### src/design/bco_pkg.sv
// Package for the bit, call and compare execution slice of the 16-bit core.
// Assumes the instruction decoder presents one decoded operation at a time.
package bco_pkg;

  typedef enum logic [3:0] {
    BCO_OP_PROBE_SET_C,
    BCO_OP_PROBE_SET_Z,
    BCO_OP_CALL_LIT,
    BCO_OP_CALL_REG,
    BCO_OP_SUB_CMP,
    BCO_OP_ZERO_CMP,
    BCO_OP_BORROW_CMP,
    BCO_OP_SKIP_EQ,
    BCO_OP_SKIP_GT,
    BCO_OP_SKIP_LT,
    BCO_OP_SKIP_NE,
    BCO_OP_DEC_ADJ,
    BCO_OP_HOLD_OFF
  } bco_op_t;

  // Position of each flag in the five-bit flag vectors
  localparam int FLG_C          = 0;
  localparam int FLG_HALF_CARRY = 1;
  localparam int FLG_N          = 2;
  localparam int FLG_ARITH_WRAP = 3;
  localparam int FLG_Z          = 4;
  localparam int FLG_W          = 5;

  localparam logic [4:0] FLG_ARITH_MASK = 5'h1F;
  localparam logic [4:0] FLG_NONE_MASK  = 5'h00;

  // Operand field widths
  localparam int LIT5_W   = 5;
  localparam int BIT4_W   = 4;
  localparam int TGT_W    = 23;
  localparam int HOLD_W   = 14;

  // Instruction cycle counts
  localparam int CYC_SINGLE  = 1;
  localparam int CYC_CALL    = 2;
  localparam int CYC_SKIP_1W = 2;
  localparam int CYC_SKIP_2W = 3;

  // Decimal adjust constants
  localparam logic [3:0] BCD_NIB_MAX = 4'h9;
  localparam logic [7:0] BCD_LO_FIX  = 8'h06;
  localparam logic [7:0] BCD_HI_FIX  = 8'h60;

  localparam logic [HOLD_W-1:0] HOLD_RST = 14'h0000;
  localparam logic [1:0]        WAIT_RST = 2'h0;

endpackage : bco_pkg

### src/design/bco_exec.sv
// Execution slice for bit probe-then-set, call, compares, decimal adjust and
// interrupt hold-off. Sits between the decoder and the working registers.
// Assumes operands are already fetched and valid with issue_valid_i.
`timescale 1ns/1ns
module bco_exec
  import bco_pkg::*;
#(
  parameter int DATA_W = 16
) (
  input  wire logic                clk_sys_i,
  input  wire logic                rst_n_i,
  input  wire logic                issue_valid_i,
  output logic                     issue_ready_o,
  input  wire bco_op_t             op_i,
  input  wire logic [DATA_W-1:0]   base_i,
  input  wire logic [DATA_W-1:0]   src_i,
  input  wire logic                use_lit_i,
  input  wire logic [LIT5_W-1:0]   lit5_i,
  input  wire logic [BIT4_W-1:0]   bit_i,
  input  wire logic [TGT_W-1:0]    target_i,
  input  wire logic [HOLD_W-1:0]   hold_lit_i,
  input  wire logic [FLG_W-1:0]    flags_i,
  input  wire logic                next_two_word_i,
  output logic                     done_o,
  output logic                     wb_en_o,
  output logic [DATA_W-1:0]        wb_data_o,
  output logic [FLG_W-1:0]         flag_we_o,
  output logic [FLG_W-1:0]         flags_o,
  output logic                     pc_load_o,
  output logic [TGT_W-1:0]         pc_target_o,
  output logic                     skip_o,
  output logic                     int_block_o
);

  if (DATA_W < 8 || DATA_W > 32 || (DATA_W % 2) != 0) begin : g_bad_data_w
    $error("bco_exec: DATA_W must be even and between 8 and 32");
  end

  typedef enum logic [1:0] {
    BCO_ST_IDLE,
    BCO_ST_WAIT2,
    BCO_ST_WAIT1
  } bco_state_t;

  // Returns {carry, half carry, negative, wrap, zero, difference}; carry set means no borrow
  function automatic logic [DATA_W+4:0] bco_sub(input logic [DATA_W-1:0] a,
                                                input logic [DATA_W-1:0] b,
                                                input logic              cin);
    logic [DATA_W:0]   full;
    logic [4:0]        low;
    logic [DATA_W-1:0] d;
    logic              ovf;
    full = {1'b0, a} + {1'b0, ~b} + {{DATA_W{1'b0}}, cin};
    low  = {1'b0, a[3:0]} + {1'b0, ~b[3:0]} + {4'h0, cin};
    d    = full[DATA_W-1:0];
    ovf  = (a[DATA_W-1] != b[DATA_W-1]) && (d[DATA_W-1] != a[DATA_W-1]);
    bco_sub = {full[DATA_W], low[4], d[DATA_W-1], ovf, (d == '0), d};
  endfunction : bco_sub

  function automatic logic [FLG_W-1:0] bco_pack(input logic c, input logic hc, input logic n,
                                                input logic aw, input logic z);
    logic [FLG_W-1:0] f;
    f                 = '0;
    f[FLG_C]          = c;
    f[FLG_HALF_CARRY] = hc;
    f[FLG_N]          = n;
    f[FLG_ARITH_WRAP] = aw;
    f[FLG_Z]          = z;
    bco_pack          = f;
  endfunction : bco_pack

  bco_state_t          state_ff;
  bco_state_t          nxt_state;
  logic [HOLD_W-1:0]   hold_ff;
  logic                issue_fire;
  logic [DATA_W-1:0]   operand;
  logic [DATA_W-1:0]   lit_ext;
  logic [DATA_W+4:0]   diff;
  logic                carry_in;
  logic [DATA_W-1:0]   bit_mask;
  logic                probe_bit;
  logic                take_skip;
  logic [7:0]          adj_lo;
  logic                adj_carry;
  logic [8:0]          adj_sum;

  assign issue_ready_o = (state_ff == BCO_ST_IDLE);
  assign issue_fire    = issue_valid_i && issue_ready_o;
  assign int_block_o   = (hold_ff != HOLD_RST);

  assign lit_ext   = {{(DATA_W-LIT5_W){1'b0}}, lit5_i};
  assign bit_mask  = {{(DATA_W-1){1'b0}}, 1'b1} << bit_i;
  assign probe_bit = |(src_i & bit_mask);

  always_comb begin
    operand  = use_lit_i ? lit_ext : src_i;
    carry_in = 1'b1;
    if (op_i == BCO_OP_BORROW_CMP) begin
      carry_in = flags_i[FLG_C];
    end
  end

  // Zero compare uses the source as minuend against a zero subtrahend
  assign diff = (op_i == BCO_OP_ZERO_CMP) ? bco_sub(src_i, '0, 1'b1)
                                          : bco_sub(base_i, operand, carry_in);

  always_comb begin
    unique case (op_i)
      BCO_OP_SKIP_EQ: take_skip = (base_i == src_i);
      BCO_OP_SKIP_NE: take_skip = (base_i != src_i);
      BCO_OP_SKIP_GT: take_skip = ($signed(base_i) > $signed(src_i));
      BCO_OP_SKIP_LT: take_skip = ($signed(base_i) < $signed(src_i));
      default:        take_skip = 1'b0;
    endcase
  end

  // Decimal adjust acts on the low byte only, keeping the upper bits
  always_comb begin
    adj_lo    = src_i[7:0];
    adj_carry = flags_i[FLG_C];
    if (src_i[3:0] > BCD_NIB_MAX || flags_i[FLG_HALF_CARRY]) begin
      adj_lo = adj_lo + BCD_LO_FIX;
    end
    adj_sum = {1'b0, adj_lo};
    if (adj_lo[7:4] > BCD_NIB_MAX || flags_i[FLG_C]) begin
      adj_sum = {1'b0, adj_lo} + {1'b0, BCD_HI_FIX};
    end
    adj_carry = adj_carry | adj_sum[8];
  end

  // Sequencing of multi-cycle operations
  always_comb begin
    nxt_state = state_ff;
    unique case (state_ff)
      BCO_ST_IDLE: begin
        if (issue_fire) begin
          if (op_i == BCO_OP_CALL_LIT || op_i == BCO_OP_CALL_REG) begin
            nxt_state = BCO_ST_WAIT1;
          end else if (take_skip) begin
            nxt_state = next_two_word_i ? BCO_ST_WAIT2 : BCO_ST_WAIT1;
          end
        end
      end
      BCO_ST_WAIT2: nxt_state = BCO_ST_WAIT1;
      BCO_ST_WAIT1: nxt_state = BCO_ST_IDLE;
      default:      nxt_state = BCO_ST_IDLE;
    endcase
  end

  always_ff @(posedge clk_sys_i) begin
    if (!rst_n_i) begin
      state_ff <= BCO_ST_IDLE;
    end else begin
      state_ff <= nxt_state;
    end
  end

  // Hold-off counter, one decrement per instruction cycle
  always_ff @(posedge clk_sys_i) begin
    if (!rst_n_i) begin
      hold_ff <= HOLD_RST;
    end else if (issue_fire && op_i == BCO_OP_HOLD_OFF) begin
      hold_ff <= hold_lit_i;
    end else if (hold_ff != HOLD_RST) begin
      hold_ff <= hold_ff - 1'b1;
    end
  end

  // Results, registered at the issue edge
  always_ff @(posedge clk_sys_i) begin
    if (!rst_n_i) begin
      done_o      <= 1'b0;
      wb_en_o     <= 1'b0;
      wb_data_o   <= '0;
      flag_we_o   <= FLG_NONE_MASK;
      flags_o     <= '0;
      pc_load_o   <= 1'b0;
      pc_target_o <= '0;
      skip_o      <= 1'b0;
    end else begin
      done_o    <= issue_fire;
      wb_en_o   <= 1'b0;
      flag_we_o <= FLG_NONE_MASK;
      pc_load_o <= 1'b0;
      skip_o    <= 1'b0;
      if (issue_fire) begin
        flags_o <= flags_i;
        unique case (op_i)
          BCO_OP_PROBE_SET_C: begin
            wb_en_o          <= 1'b1;
            wb_data_o        <= src_i | bit_mask;
            flag_we_o[FLG_C] <= 1'b1;
            flags_o[FLG_C]   <= probe_bit;
          end
          BCO_OP_PROBE_SET_Z: begin
            wb_en_o          <= 1'b1;
            wb_data_o        <= src_i | bit_mask;
            flag_we_o[FLG_Z] <= 1'b1;
            flags_o[FLG_Z]   <= ~probe_bit;
          end
          BCO_OP_CALL_LIT: begin
            pc_load_o   <= 1'b1;
            pc_target_o <= target_i;
          end
          BCO_OP_CALL_REG: begin
            pc_load_o   <= 1'b1;
            pc_target_o <= TGT_W'(src_i);
          end
          BCO_OP_SUB_CMP, BCO_OP_ZERO_CMP: begin
            flag_we_o <= FLG_ARITH_MASK;
            flags_o   <= bco_pack(diff[DATA_W+4], diff[DATA_W+3], diff[DATA_W+2],
                                  diff[DATA_W+1], diff[DATA_W]);
          end
          BCO_OP_BORROW_CMP: begin
            // Zero stays clear once an earlier word was non-zero
            flag_we_o <= FLG_ARITH_MASK;
            flags_o   <= bco_pack(diff[DATA_W+4], diff[DATA_W+3], diff[DATA_W+2],
                                  diff[DATA_W+1], diff[DATA_W] & flags_i[FLG_Z]);
          end
          BCO_OP_SKIP_EQ, BCO_OP_SKIP_NE, BCO_OP_SKIP_GT, BCO_OP_SKIP_LT: begin
            skip_o <= take_skip;
          end
          BCO_OP_DEC_ADJ: begin
            wb_en_o          <= 1'b1;
            wb_data_o        <= {src_i[DATA_W-1:8], adj_sum[7:0]};
            flag_we_o[FLG_C] <= 1'b1;
            flags_o[FLG_C]   <= adj_carry;
          end
          BCO_OP_HOLD_OFF: begin
          end
          default: begin
          end
        endcase
      end
    end
  end

  // Cycle counter seen only by the checks below
  logic [1:0] wait_cnt_ff;
  always_ff @(posedge clk_sys_i) begin
    if (!rst_n_i) begin
      wait_cnt_ff <= WAIT_RST;
    end else if (issue_fire) begin
      wait_cnt_ff <= WAIT_RST;
    end else if (!issue_ready_o) begin
      wait_cnt_ff <= wait_cnt_ff + 1'b1;
    end
  end
endmodule : bco_exec

### config.mk
export PLATFORM = sky130hd
export DESIGN_NAME = bco_exec
export DESIGN_NICKNAME = d
export VERILOG_FILES = /design/src/design/bco_pkg.sv /design/src/design/bco_exec.sv
export SDC_FILE = /design/constraint.sdc
export NUM_CORES = 1
export LEC_CHECK = 0
export BUFFER_PORTS_ARGS = -buffer_cell sky130_fd_sc_hd__buf_4
export CORE_MARGIN = 2
export CORE_UTILIZATION = 40
export DETAILED_ROUTE_END_ITERATION = 16
export GPL_TIMING_DRIVEN = 1
export PLACE_DENSITY_LB_ADDON = 0.1
export SETUP_SLACK_MARGIN = 0.4
export SYNTH_ARGS = -nofsm -noshare
export SYNTH_HDL_FRONTEND = slang
export SYNTH_SLANG_ARGS = --single-unit
export TNS_END_PERCENT = 5
### constraint.sdc
create_clock -name clk_sys_i -period 6.4 [get_ports clk_sys_i]
set_clock_uncertainty 0.2 [all_clocks]
set_input_delay 1.28 -clock clk_sys_i [delete_from_list [all_inputs] [get_ports clk_sys_i]]
set_output_delay 1.28 -clock clk_sys_i [all_outputs]
set_load 0.01 [all_outputs]
Word level (Yosys, flattened, before mapping)
Cells that the tools add are included.
Word-level totals
  flip-flop bits (word level): 69
  output and inout port bits: 55
  logic and storage cells: 105
Cells by class
  $add $sub $neg: 11
  $lt $le $gt $ge: 4
  equal/unequal tests: 20
  shifts and indexed selects: 1
  multiplexer cells: 23
  bitwise gates (word level): 7
  reduce and logical (&&, ||, !) cells: 29
Operators by type and width (count)
  $pmux W23 S2: 1
  $logic_not A16 Y1: 2
  $pmux W16 S2: 1
  $mux W14: 2
  $mux W21: 1
  $eq A4 B4 Y1 const B: 5
  $add A16 B16 Y17: 1
  $add A16 B16 Y17 const B: 1
  $add A17 B1 Y17: 1
  $add A17 B1 Y17 const B: 1
  $and A16 B16 Y16: 1
  $eq A16 B16 Y1: 1
  $eq A4 B3 Y1 const B: 4
  $gt A16 B16 Y1: 1
  $lt A16 B16 Y1: 1
  $mux W16: 1
  $ne A16 B16 Y1: 1
  $not A16 Y16: 1
  $or A16 B16 Y16: 1
  $reduce_or A16 Y1: 1
  $shl A1 B4 Y16 const A: 1
  $reduce_bool A14 Y1: 1
  $sub A14 B1 Y14 const B: 1
  $add A8 B7 Y9 const B: 1
  35 further kinds: 62

Depth between registers and ports, before layout
  depth after elaboration: 9
  gate-level depth with buffers: 14

Least setup slack after synthesis
No wires, ideal clock.
  path type: input to register
  from: input port op_i[0]
  to: register flags_o[4]
  library setup time: 0.084 ns
  arrival time: 3.889 ns
  required time: 6.116 ns
  slack: 2.227 ns
  stages on the path: 12
  cells stage by stage: buf_2 clkbuf_1 nor2_1 nand4_1 fa_1 a21o_1 and4_4 o21ba_1 or4_4 a2111oi_4 o2111ai_1 o31ai_2
On the way
  word-level cells in the longest chain between the ends: 7
Ends and longest elaborated chain
  start: declaration: line bco_exec.sv:14  | input wire bco_op_t op_i,
  $eq A4 B3 Y1: line bco_exec.sv:98, bco_exec.sv:188
  $mux W1: line bco_exec.sv:98  | if (op_i == BCO_OP_BORROW_CMP) begin
  $add A17 B1 Y17: line bco_exec.sv:53  | full = {1'b0, a} + {1'b0, ~b} + {{DATA_W{1'b0}}, cin};
  $logic_not A16 Y1: line bco_exec.sv:57  | bco_sub = {full[DATA_W], low[4], d[DATA_W-1], ovf, (d == '0), d};
  $mux W21: line bco_exec.sv:104  | assign diff = (op_i == BCO_OP_ZERO_CMP) ? bco_sub(src_i, '0, 1'b1)
  $and A1 B1 Y1: line bco_exec.sv:218  | diff[DATA_W+1], diff[DATA_W] & flags_i[FLG_Z]);
  $pmux W1 S3 *: line bco_exec.sv:188  | unique case (op_i)
  end signal: assignment: line bco_exec.sv:187  | flags_o <= flags_i;
  end signal: indexed assignment: line bco_exec.sv:193  | flags_o[FLG_C] <= probe_bit;
  end signal: assignment: line bco_exec.sv:217  | flags_o <= bco_pack(diff[DATA_W+4], diff[DATA_W+3], diff[DATA_W+2],
  end: declaration: line bco_exec.sv:28  | output logic [FLG_W-1:0] flags_o,
Mark *: on every way between the ends. The rest lies on a longest branch, timed or not.
A chain may end at the register's enable or synchronous reset.

Worst setup path after layout
Ends and elaborated chain as after synthesis.

==> reports/results.txt <==
Pwr Density -> 240 mW/mm2
ranking of synthesized cells by area -> dfxtp_1, ha_1, o211a_1, mux2i_1, a21oi_1
Worst VDD drop -> 0.228 mV
Critical R2R Launch -> hold_ff[0]
combinational power share -> 38.3%
I/O Pins -> 147
worst-skew pair later-pin latency -> 0.34 ns
I/O Buffers -> 146
vias per cell -> 5.66
Pre-Repair DR Iteration Count -> 4
Setup CP Type -> input port to flop
Die W -> 118 um
Mapped Cells -> 675
Post-synth EDFFs -> 0
routability cong. -> 0.879
Max clock buf depth -> 2
Core Region -> 0.0127 mm2
post-layout minimum cycle time -> 3.93 ns
gr ovfl total -> 0
Setup TNS -> 0 ns
worst slack at placement -> 2.11 ns
status -> finished, final reports clean
M1 GR Usage -> 32.0%
synthesized area -> 0.00524 mm2
Final Hold Viols -> 0
Worst EP arrival -> 4.00 ns
max_cap viols -> 0
commonest cells after routing, fill and taps aside -> buf_4, dfxtp_1, nor2_1
NetSw -> 0.000569 W
Pwr Total -> 0.00161 W
Req. time, crit path -> 6.47 ns
Pleak -> 3.08 nW
Total Routing Usage GR -> 24.7%
Clock power frac -> 30.0%
Placed Area -> 0.00642 mm2
R2R setup slack -> 4.00 ns
Final Worst Setup Slack -> 2.47 ns
Pins Over Slew Limit -> 0
H-tree levels -> 3
# DRC -> 0
synth-to-layout area growth -> 28.0%
CTS tree -> done
post-synth top area cell -> dfxtp_1
r2r worst-path depth -> 9
RSZ-0062 raised after global routing -> no
vias -> 5498
r2r endpoint -> hold_ff[10]
slew at the pin closest to its max-slew limit -> 1.07 ns
critical path launch point -> op_i[0]
net count after synthesis -> 803
Reg clk slew, reported paths -> 0.07 ns
initial antenna violation count -> 0
ANT nets after route -> 0
Synth top area share -> 25.6%
synthesized area per cell -> 7.76 um2
final setup vio count -> 0
met2 global-route usage -> 41.1%
postcts setup bufs -> 0
Die Area -> 0.0140 mm2
Slew headroom -> 27.7%
commonest non-fill, non-tap cell in the layout -> buf_4
worst-path cell chain -> buf_4, nor2_1, nand4_1, fa_1, a21o_1, and4_4, o21ba_1, or4_4, a2111oi_4, o2111ai_1, o31ai_2
CTS Hold Bufs -> 0
CP max stage delay -> 0.50 ns
# nets final -> 923
Critical Path End Type -> flop
sequential power share -> 31.7%
worst min-delay path class -> flop to flop
Cell Rows -> 41
period utilisation layout -> 61.4%
CP max stage cell -> or4_4
startpoint type of the worst setup path -> input port
Layout Utilization -> 52.7%
GRT busiest layer -> met2
WL per Instance -> 18.1 um
Async S/R FF share, synth -> 0%
Root Driver -> clkbuf_16
Die Y -> 118 um
DP Wirelength -> 13500 um
prevailing post-synth register cell -> dfxtp_1
met3 global-route usage -> 4.97%
Worst Setup EP -> flags_o[4]
Synth Register Bits -> 67
Int Power -> 0.00104 W
vias in the first global route -> 5175
drt initial violations -> 344
Switching Share -> 35.3%
first-pass GRT wire length -> 27500 um
Worst Path Max Fanout -> 18
Initial Util -> 41.2%
Max Fclk -> 0.254 GHz
cts repair resizes -> 0
synth unique cells -> 68
Seq/Total Area, Yosys -> 25.6%
ant diodes -> 0
Non-Filler Cell Area, Final -> 0.00671 mm2
Total Wirelength -> 17600 um
warnings from Yosys -> 0
clk sinks -> 67
largest net degree at the start of global routing -> 63
layout cells sized above 1 -> 22.9%
CTS Buf Count -> 9
-- cell usage after synthesis, types with 3 or more instances --
| cell type | count |
|---|---|
| a211o_1 | 4 |
| a211oi_1 | 8 |
| a21boi_0 | 3 |
| a21o_1 | 6 |
| a21oi_1 | 47 |
| a31oi_1 | 8 |
| and2_1 | 5 |
| buf_2 | 6 |
| clkbuf_1 | 33 |
| dfxtp_1 | 67 |
| ha_1 | 34 |
| inv_1 | 33 |
| mux2i_1 | 26 |
| nand2_1 | 51 |
| nand2b_1 | 26 |
| nand3_1 | 16 |
| nand3b_1 | 7 |
| nand4_1 | 13 |
| nor2_1 | 57 |
| nor2b_1 | 19 |
| nor3_1 | 26 |
| nor3b_1 | 15 |
| nor4_1 | 11 |
| o2111ai_1 | 6 |
| o211a_1 | 27 |
| o211ai_1 | 12 |
| o21ai_0 | 37 |
| o31ai_1 | 3 |
| or3_1 | 4 |
| xnor2_1 | 16 |
-- kinds of logic after synthesis --
group	after synthesis	share of synthesized area, %
muxes	27	5.18
adders and majority gates	36	8.88
AOI/OAI and AO/OA	186	24.9
DFF	67	25.6
xor gates and xnor gates	18	3.01
buffers and inverters	76	5.75
and+or+nand+nor	265	26.6
-- critical path, delay by kind of cell --
family | cells | cell delay, ns
AOI/OAI and AO/OA | 5 | 1.06
adders and majority gates | 1 | 0.42
buffers and inverters | 1 | 0.18
and+or+nand+nor | 4 | 1.05
-- cell type report --
cell class	count	area [um2]
clock buffer	11	253
clock inverter	5	35.0
fill	1292	6010
inverter	33	124
multi-input combinational	532	3600
sequential	67	1340
tap	172	215
timing repair buffer	152	1140
-- state kept, by name (all words and copies together) (netlist names), 2 cells and up --
signal	count
hold_ff	14
flags_o	5
flag_we_o	3
pc_target_o	23
wb_data_o	16
state_ff	2
-- stage by stage --
stage / hold slack [ns] / std cells
after CTS: 0.275 / 972
final: 0.274 / 972
after global placement: 0.253 / 956
after global routing: 0.288 / 972
after floorplan: 0.286 / 675
after detailed placement: 0.265 / 956
-- power groups by stage --
stage,logic (W),clock network [W],registers [W]
5_1_grt,0.000683,0.000514,0.000517
3_3_place_gp,0.000602,0,0.000516
6_report,0.000617,0.000483,0.000511
2_1_floorplan,0.000433,0,0.000516
3_5_place_dp,0.000612,0,0.000518
4_1_cts,0.000616,0.000494,0.000510
-- per-layer routing --
layer / vias to the layer above / part of all wire [%] / wire length [um]
met5: - / 0 / 0
met4: 0 / 2.2 / 392
met3: 24 / 5.1 / 891
met2: 168 / 47 / 8280
met1: 2591 / 46 / 8080
li1: 2715 / - / -
-- how the worst min path moves through the flow --
stage	startpoint	end	depth (start not counted)
2_1_floorplan	wb_data_o[5]	wb_data_o[5]	2
3_3_place_gp	wb_data_o[5]	wb_data_o[5]	2
3_5_place_dp	wb_data_o[3]	wb_data_o[3]	2
4_1_cts	wb_data_o[3]	wb_data_o[3]	2
5_1_grt	wb_data_o[3]	wb_data_o[3]	2
6_report	wb_data_o[3]	wb_data_o[3]	2
(Power assumes the default switching activity.)
